===== src/include/eewp_pkg.sv =====
// constants and types shared by the eeprom write host
// assumes a 20 MHz system clock; all pin timing is counted in its cycles
package eewp_pkg;
    // clock period and the pin timing it is measured against
    localparam int CLK_NS = 50;
    localparam int WE_LOW_NS = 110;
    localparam int WE_LOW_CYC = (WE_LOW_NS + CLK_NS - 1) / CLK_NS;
    localparam int GLITCH_NS = 20;
    localparam int BLC_MAX_US = 100;
    localparam int BLC_WAIT_CYC = (BLC_MAX_US * 1000 + CLK_NS - 1) / CLK_NS + 1;
    localparam int INIT_MAX_MS = 10;
    localparam int INIT_CYC = INIT_MAX_MS * 1000000 / CLK_NS;
    localparam int PROG_MAX_MS = 5;
    localparam int PROG_CYC = PROG_MAX_MS * 1000000 / CLK_NS;
    // bus widths
    localparam int ADDR_W = 13;
    localparam int DATA_W = 8;
    localparam int CNT_W = 24;
    // default command pairs of the lock and unlock sequences, step 0 rightmost
    localparam logic [2:0][12:0] LOCK_ADDR_DEF = {13'h1555, 13'h0aaa, 13'h1555};
    localparam logic [2:0][7:0] LOCK_DATA_DEF = {8'ha0, 8'h55, 8'haa};
    localparam logic [5:0][12:0] UNLK_ADDR_DEF =
        {13'h1555, 13'h0aaa, 13'h1555, 13'h1555, 13'h0aaa, 13'h1555};
    localparam logic [5:0][7:0] UNLK_DATA_DEF = {8'h20, 8'h55, 8'haa, 8'h80, 8'h55, 8'haa};
    // last step index of each sequence
    localparam logic [2:0] LOCK_LAST = 3'h2;
    localparam logic [2:0] UNLK_LAST = 3'h5;
    localparam logic [2:0] GUARD_LAST = 3'h3;
    // user commands
    typedef enum logic [1:0] {OP_WRITE, OP_LOCK, OP_UNLOCK} eewp_op_t;
    // controller states
    typedef enum logic [2:0] {S_INIT, S_IDLE, S_SETUP, S_PULSE, S_GAP, S_BLC, S_PROG}
        eewp_state_t;
endpackage


===== src/logic/eewp_host.sv =====
// host controller that writes a parallel eeprom and manages its software write lock
// assumes the ready/busy line has an external pull-up and supplyOk comes from a supply monitor
`timescale 1ns/1ps

// Functional notes
// RULE1: device pulls busy low while programming
// RULE2: busy pin is open drain, shared
// RULE3: no writes while supply below threshold
// RULE4: no writes during power-on delay
// RULE5: output select low or selects high inhibit
// RULE6: strobes under 20 ns start nothing
// RULE7: lock needs three command writes
// RULE8: lock commands use page-write byte timing
// RULE9: locked writes need the three-command preamble
// RULE10: lock state survives power cycles
// RULE11: device ships unlocked
// RULE12: six-write sequence clears the lock
// RULE13: after sixth unlock byte, writes are plain
// RULE14: lock set at its last command
// RULE15: data follows lock within byte-load window
// RULE16: byte-load timer expiry starts programming
// RULE17: write needs selects low, output select high
// RULE18: programming completes within five milliseconds
// RULE19: command addresses and data are parameters
// RULE20: locked unguarded write changes nothing
module eewp_host
    import eewp_pkg::*;
#(
    parameter int INIT_WAIT = INIT_CYC,
    parameter int PROG_WAIT = PROG_CYC,
    parameter logic [2:0][12:0] LOCK_ADDR = LOCK_ADDR_DEF,
    parameter logic [2:0][7:0] LOCK_DATA = LOCK_DATA_DEF,
    parameter logic [5:0][12:0] UNLK_ADDR = UNLK_ADDR_DEF,
    parameter logic [5:0][7:0] UNLK_DATA = UNLK_DATA_DEF,
    parameter logic LOCK_AT_RESET = 1'b0
)(
    // clock and reset
    input wire logic sys_clk,
    input wire logic nrst,
    // user command side
    input wire logic cmdValid,
    output logic cmdReady,
    input wire eewp_op_t cmdOp,
    input wire logic [ADDR_W-1:0] cmdAddr,
    input wire logic [DATA_W-1:0] cmdData,
    output logic lockActive,
    output logic progBusy,
    output logic progTimeout,
    // eeprom pins
    output logic ceN,
    output logic oeN,
    output logic weN,
    output logic [ADDR_W-1:0] addrOut,
    output logic [DATA_W-1:0] dataOut,
    output logic dataOeN,
    input wire logic rdyIn,
    input wire logic supplyOk
);
    // whole controller state in one record
    typedef struct packed {
        eewp_state_t st;
        logic [CNT_W-1:0] cnt;       // shared timer
        logic [2:0] step;            // index inside the command sequence
        eewp_op_t op;                // latched command
        logic lockOn;                // host copy of the device lock
        logic [ADDR_W-1:0] wAddr;    // latched user address
        logic [DATA_W-1:0] wData;    // latched user byte
        logic ceN;
        logic weN;
        logic dataOeN;
        logic [ADDR_W-1:0] addr;
        logic [DATA_W-1:0] data;
        logic busy;
        logic timeout;
        logic rdyMeta;               // first synchroniser stages
        logic rdySync;
        logic supMeta;
        logic supSync;
    } eewp_regs_t;

    eewp_regs_t r_r;
    eewp_regs_t r_nxt;
    logic [2:0] lastStep;            // final step of the running sequence
    logic [ADDR_W-1:0] stepAddr;     // address of the running step
    logic [DATA_W-1:0] stepData;     // data of the running step

    // sequence table lookup; guarded writes reuse the lock preamble then the user byte
    always_comb
    begin
        lastStep = 3'h0;
        stepAddr = r_r.wAddr;
        stepData = r_r.wData;
        case (r_r.op)
            OP_LOCK:
            begin
                lastStep = LOCK_LAST; // RULE7
                stepAddr = LOCK_ADDR[r_r.step[1:0]]; // RULE19
                stepData = LOCK_DATA[r_r.step[1:0]];
            end
            OP_UNLOCK:
            begin
                lastStep = UNLK_LAST; // RULE12
                stepAddr = UNLK_ADDR[r_r.step];
                stepData = UNLK_DATA[r_r.step];
            end
            default:
            begin
                // locked device accepts data only right after the preamble
                if (r_r.lockOn && r_r.step != GUARD_LAST) // RULE9
                begin
                    stepAddr = LOCK_ADDR[r_r.step[1:0]];
                    stepData = LOCK_DATA[r_r.step[1:0]];
                end
                lastStep = r_r.lockOn ? GUARD_LAST : 3'h0; // RULE20
            end
        endcase
    end

    // next-state logic
    always_comb
    begin
        r_nxt = r_r;
        r_nxt.rdyMeta = rdyIn; // RULE2
        r_nxt.rdySync = r_r.rdyMeta;
        r_nxt.supMeta = supplyOk;
        r_nxt.supSync = r_r.supMeta;
        // one shared down-counter; states that need a fresh count reload it
        if (r_r.cnt != '0)
        begin
            r_nxt.cnt = r_r.cnt - CNT_W'(1);
        end
        case (r_r.st)
            S_INIT:
            begin
                // supply loss below reloads the count, so zero means the full delay ran
                if (r_r.supSync && r_r.cnt == '0) // RULE4
                begin
                    r_nxt.st = S_IDLE;
                end
            end
            S_IDLE:
            begin
                if (cmdValid && cmdReady)
                begin
                    r_nxt.op = cmdOp;
                    r_nxt.wAddr = cmdAddr;
                    r_nxt.wData = cmdData;
                    r_nxt.step = 3'h0;
                    r_nxt.timeout = 1'b0;
                    r_nxt.st = S_SETUP;
                end
            end
            S_SETUP:
            begin
                // address and data move with the strobe fall; zero setup is enough
                r_nxt.addr = stepAddr; // RULE19
                r_nxt.data = stepData;
                r_nxt.ceN = 1'b0; // RULE17
                r_nxt.weN = 1'b0;
                r_nxt.dataOeN = 1'b0;
                r_nxt.cnt = CNT_W'(WE_LOW_CYC - 1);
                r_nxt.st = S_PULSE;
            end
            S_PULSE:
            begin
                // strobe stays low well past the glitch filter
                if (r_r.cnt == '0) // RULE6
                begin
                    r_nxt.weN = 1'b1;
                    r_nxt.st = S_GAP;
                    // last command of a lock or unlock sequence sets or clears the host copy
                    if (r_r.step == lastStep && (r_r.op == OP_LOCK || r_r.op == OP_UNLOCK))
                    begin
                        r_nxt.lockOn = (r_r.op == OP_LOCK); // RULE14 RULE13
                    end
                end
            end
            S_GAP:
            begin
                // short gap keeps every byte inside the byte-load window
                r_nxt.ceN = 1'b1; // RULE8
                r_nxt.dataOeN = 1'b1;
                if (r_r.step == lastStep)
                begin
                    r_nxt.cnt = CNT_W'(BLC_WAIT_CYC);
                    r_nxt.busy = 1'b1;
                    r_nxt.st = S_BLC;
                end
                else
                begin
                    r_nxt.step = r_r.step + 3'h1; // RULE15
                    r_nxt.st = S_SETUP;
                end
            end
            S_BLC:
            begin
                // strobe held high until the device timer expires
                if (r_r.cnt == '0) // RULE16
                begin
                    r_nxt.cnt = CNT_W'(PROG_WAIT);
                    r_nxt.st = S_PROG;
                end
            end
            S_PROG:
            begin
                // a released line means done or nothing programmed at all
                if (r_r.rdySync || r_r.cnt == '0) // RULE1 RULE18
                begin
                    r_nxt.busy = 1'b0;
                    r_nxt.timeout = !r_r.rdySync;
                    r_nxt.st = S_IDLE;
                end
            end
            default:
            begin
                r_nxt.st = S_INIT;
            end
        endcase
        // supply loss aborts any write and restarts the power-on wait
        if (!r_r.supSync) // RULE3
        begin
            r_nxt.st = S_INIT;
            r_nxt.ceN = 1'b1;
            r_nxt.weN = 1'b1;
            r_nxt.dataOeN = 1'b1;
            r_nxt.busy = 1'b0;
            r_nxt.cnt = CNT_W'(INIT_WAIT);
        end
    end

    // state register; lock copy starts from the strap since the device keeps it
    always_ff @(posedge sys_clk)
    begin
        if (!nrst)
        begin
            r_r <= '0;
            r_r.st <= S_INIT;
            r_r.cnt <= CNT_W'(INIT_WAIT);
            r_r.ceN <= 1'b1;
            r_r.weN <= 1'b1;
            r_r.dataOeN <= 1'b1;
            r_r.lockOn <= LOCK_AT_RESET; // RULE10 RULE11
        end
        else
        begin
            r_r <= r_nxt;
        end
    end

    // outputs; output select never asserted so the device stays writable
    assign cmdReady = (r_r.st == S_IDLE) && r_r.supSync;
    assign oeN = 1'b1; // RULE5
    assign ceN = r_r.ceN;
    assign weN = r_r.weN;
    assign dataOeN = r_r.dataOeN;
    assign addrOut = r_r.addr;
    assign dataOut = r_r.data;
    assign lockActive = r_r.lockOn;
    assign progBusy = r_r.busy;
    assign progTimeout = r_r.timeout;
endmodule


===== config.mk =====
export PLATFORM = sky130hd
export DESIGN_NAME = eewp_host
export DESIGN_NICKNAME = d
export VERILOG_FILES = /design/src/include/eewp_pkg.sv /design/src/logic/eewp_host.sv
export SDC_FILE = /design/constraint.sdc
export NUM_CORES = 1
export LEC_CHECK = 0
export ABC_AREA = 1
export BUFFER_PORTS_ARGS = -buffer_cell sky130_fd_sc_hd__buf_2
export CAP_MARGIN = 10
export CORE_UTILIZATION = 60
export CTS_BUF_LIST = sky130_fd_sc_hd__clkbuf_8
export CTS_CLUSTER_DIAMETER = 100
export DETAILED_ROUTE_END_ITERATION = 12
export PLACE_DENSITY_LB_ADDON = 0.05
export SETUP_SLACK_MARGIN = 0.4
export SLEW_MARGIN = 30
export SYNTH_ARGS = -nofsm -noshare
export SYNTH_HDL_FRONTEND = slang
export SYNTH_SLANG_ARGS = --single-unit

===== constraint.sdc =====
create_clock -name sys_clk -period 6.5 [get_ports sys_clk]
set_clock_uncertainty 0.1 [all_clocks]
set_input_delay 1.3 -clock sys_clk [delete_from_list [all_inputs] [get_ports sys_clk]]
set_output_delay 1.3 -clock sys_clk [all_outputs]
set_load 0.005 [all_outputs]

After elaboration in Yosys (flattened, before gate mapping)
Memories as Yosys holds them, arrays and structs flattened. A register that Yosys moved wholly into a read port is not among the register bits. Cells that the tools add are included.

$add $sub $neg: 2. Magnitude comparators: 2. Equality and inequality tests: 17. Mux-type cells: 37. Reductions and logical operators: 24.

Operator list (count): 24-bit one-hot mux with 3 select lines (1); 24-bit two-way mux (2); 13-bit two-way mux (3); 3-bit two-way mux (10); 27-bit two-way mux (1); 13-bit binary-select mux with 2-bit select (1); 13-bit one-hot mux with 2 select lines (1); 24-bit logical NOT (1); 8-bit two-way mux (3); 24-bit nonzero test (1); 24-bit by 1-bit subtractor with 24-bit output (second input constant) (1); 3-bit one-hot mux with 7 select lines (1); 8-bit binary-select mux with 2-bit select (1); 8-bit one-hot mux with 2 select lines (1); 2-bit != test (second input constant) (7); 3-bit one-hot mux with 2 select lines (2); 3-bit AND reduction (4); 2-bit nonzero test (5); 3-bit == test (second input constant) (3); 1-bit one-hot mux with 2 select lines (4); 3-bit by 2-bit == test with 1-bit output (second input constant) (2); 2-bit AND reduction (3); 1-bit logical AND (5); 5-bit two-way mux (1); other kinds (14) (18).

Flip-flop bits (word level): 83. Memory bits (read-only): 168. Input port bits: 28. Output and inout bits: 29. Logic and storage cells: 101. Memories: 2.

Memory list: (name not given) (depth 8, width 13, rd ports 1, clocked after memory_dff 1, write ports 0, line eewp_host.sv:103) `stepAddr = UNLK_ADDR[r_r.step];`; (name not given) (depth 8, width 8, rd ports 1, clocked after memory_dff 1, write ports 0, line eewp_host.sv:104) `stepData = UNLK_DATA[r_r.step];`.

Depth between registers and ports, before layout
Depth after elaboration: 7. Mapped depth: 17. Gate-level depth less buffers: 17.

Worst setup path after synthesis
No wires, ideal clock.

Kind: in2reg. Start point: input port nrst. End point: register (tool-made name). Setup time: 115 ps. Arrival time: 2401 ps. Required time: 6285 ps. Slack: 3884 ps. Stages: 7. Path buffers: 2. Cell sequence: clkbuf_1 clkbuf_1 inv_1 nor2_1 ha_1 nand2_1 nand2_1.

RTL lines: from (decl) (line eewp_host.sv:39) `input wire logic nrst,`.

==> run summary <==
outcome: completed
sequential area share after synthesis: 39.5%
Top Ports: 57
FMAX: 0.319 GHz
fin. max-slew vios: 0
CP Data Arrival Time: 3290 ps
clock sink count: 88
Critical Path Most Common Cell: nand2_1
Antenna Cells: 0
vias in the first global route: 3434
Tcrit/Tclk final: 48.2%
first-pass GRT wire length: 15600 um
CTS max path bufs: 2
CP Buf/Inv Count: 2
Seq. cell area: 1760 um2
Syn Nets: 661
Die Y-Extent: 88.3 um
area occupied by multi-input gates: 2150 um2
required time worst endpoint: 6660 ps
crit path kind: register to register
ANT nets after route: 0
# hold bufs at CTS: 0
Post-Syn Area: 4470 um2
top cells by area, synth: dfxtp_1, nand2_1, o21ai_0, a21oi_1, inv_1
clk root buf: clkbuf_8
largest net degree at the start of global routing: 56
RSZ-0062 raised after global routing: no
final setup TNS: 0 ps
CP delay by family, top: simple AND/OR/NAND/NOR gates
fill cell count: 678
gpl congestion: 0.915
CP max stage delay: 840 ps
Max Cap Violations: 0
Static Leakage: 0.00206 uW
final worst slack: 3370 ps
Syn-to-layout area delta: 7.40%
Final Routed Wirelength: 9670 um
Netlist cell types: 34
worst IR drop on VDD: 0.138 mV
dpl ws: 3190 ps
CTS tree: yes
initial core utilization: 61.9%
initial drt markers: 191
Yosys top cell area share: 39.5%
leading area contributor after synthesis: dfxtp_1
Final Cell Area: 4800 um2
DRC: 0
Slew @ Worst Pin: 842 ps
CP endpoint kind: register
Port Buffers: 55
fin util: 66.5%
register bit total from synthesis: 88
Pwr Density: 198 nW/um2
YS warnings: 0
Pre-Repair DR Iteration Count: 6
detailed placer's ending HPWL: 6840 um
Final Hold Violating Endpoints: 0
Skew-Pair Late Insertion Delay: 360 ps
Rows: 31
initial antenna violation count: 0
layout cell share with drive strength beyond 1: 16.2%
Post-CTS Setup Repair Bufs: 0
Congestion Overflow GR: 0
Post-CTS Resized: 0
clk slew on worst S/H paths: 100 ps
worst hold slack: 322 ps
cell count after synthesis: 622
Die Wd: 88.3 um
Hold WC Path Type: register to register
Avg Inst Size Synth: 7.18 um2
H-tree depth: 3
total number of vias: 3923
Slew headroom: 43.9%
CTS Buf Count: 9
CP Max Fanout: 24
GRT Overall Usage: 25.7%
CP Cell Sequence: inv_1 > ha_1 > inv_2 > nand2_2 > nand2_1 > nand2_1 > nand2_1 > nor2_1 > nand3_2 > nand2_2 > nand2_1 > nand2_1 > nor2_1 > ha_1 > nand2_1 > nand2_1
Via density: 5.24
WL per Instance: 12.9 um
DIE AREA: 7790 um2
Placeable Area: 7210 um2
Critical-path top delay cell: ha_1
final setup vio count: 0
min cycle time layout: 3130 ps
Final Net Count: 684
type of origin of the critical path: register
placed cell areas: 4600 um2
-- cell type report --
| cell class | instances | area share [%] |
|---|---|---|
| Sequential cell | 88 | 36.7 |
| Timing Repair Buffer | 57 | 6.05 |
| Multi-Input combinational cell | 416 | 44.7 |
| Clock inverter | 6 | 1.20 |
| Inverter | 73 | 5.82 |
| Tap cell | 99 | 2.58 |
| Clock buffer | 10 | 2.87 |
-- synthesized netlist by cell type --
| library cell | n |
|---|---|
| o211ai_1 | 1 |
| nor3_1 | 6 |
| nand3_4 | 1 |
| buf_6 | 2 |
| buf_4 | 24 |
| nand2_4 | 1 |
| nand3_2 | 2 |
| xnor2_1 | 6 |
| a21oi_1 | 61 |
| o21ai_0 | 73 |
| ha_1 | 11 |
| xor2_1 | 10 |
| clkinv_1 | 2 |
| conb_1 | 1 |
| clkinv_4 | 1 |
| clkbuf_1 | 15 |
| a21oi_4 | 1 |
| nand3_1 | 36 |
| dfxtp_1 | 88 |
| o311ai_0 | 1 |
| buf_2 | 4 |
| nand2_1 | 111 |
| nor2_4 | 3 |
| nor2_2 | 3 |
| nand4_1 | 7 |
| o22ai_1 | 1 |
| o21ai_1 | 5 |
| nand3b_1 | 5 |
| nor2_1 | 56 |
| inv_1 | 64 |
| nor3_2 | 2 |
| a21oi_2 | 6 |
| inv_2 | 6 |
| nand2_2 | 6 |
-- registers in the layout, summed over array words and instances, names as in the netlist, named ones only --
| name | count |
|---|---|
| addrOut | 13 |
| dataOeN | 1 |
| dataOut | 8 |
| lockActive | 1 |
| progBusy | 1 |
| progTimeout | 1 |
| r_nxt | 2 |
| r_r | 55 |
| weN | 1 |
-- path summary, 6_finish.rpt --
path | start | end | slack [ps] | cells past startpoint
hold reg to reg | r_nxt[0] | r_r[0] | 320 | 2
setup / recovery | r_r[52] | register | 3370 | 16
hold / removal | r_nxt[0] | r_r[0] | 320 | 2
setup reg to reg | r_r[52] | register | 3370 | 16
-- metrics by stage --
stage,cells,total power [uW]
final,749,950
after global routing,749,984
after CTS,749,960
after detailed placement,733,588
after global placement,733,587
after floorplan,622,576
-- metal layers --
layer	GRT usage, %	wire length, um	part of all wire (%)
met1	35.5	4680	48
met2	40.8	4500	47
met3	5.88	383	4.0
met4	6.30	105	1.1
met5	0	0	0
-- cell usage in the layout, fill, tap and decap left out, drive strengths merged --
cell    count
conb        1
clkbuf     10
clkinv      3
o22ai       1
nand4       7
xor2       10
buf        57
a21oi      68
dfxtp      88
nand2     118
o21ai      78
o211ai      1
inv        76
nand3      39
nor2       62
xnor2       6
ha         11
o311ai      1
nor3        8
nand3b      5
-- where the power goes --
| group | internal [uW] | switching (uW) |
|---|---|---|
| Sequential | 541 | 1.79 |
| Combinational | 13.0 | 19.7 |
| Clock | 160 | 214 |
-- cells by family after synthesis --
family	count (synthesis)	share of synthesized area, %
AOI/OAI and AO/OA	149	17.6
xor gates and xnor gates	16	3.14
adders and majority gates	11	3.08
buffers and inverters	118	12.5
DFF	88	39.5
other	1	0.0840
and+or+nand+nor	239	24.1
-- worst min-delay path, delay by kind of cell (launching register included) --
family,cells,cell delay [ps]
flops,1,320
simple gates,1,40
buf+inv,1,40
Power figures use the tool's default switching activity.
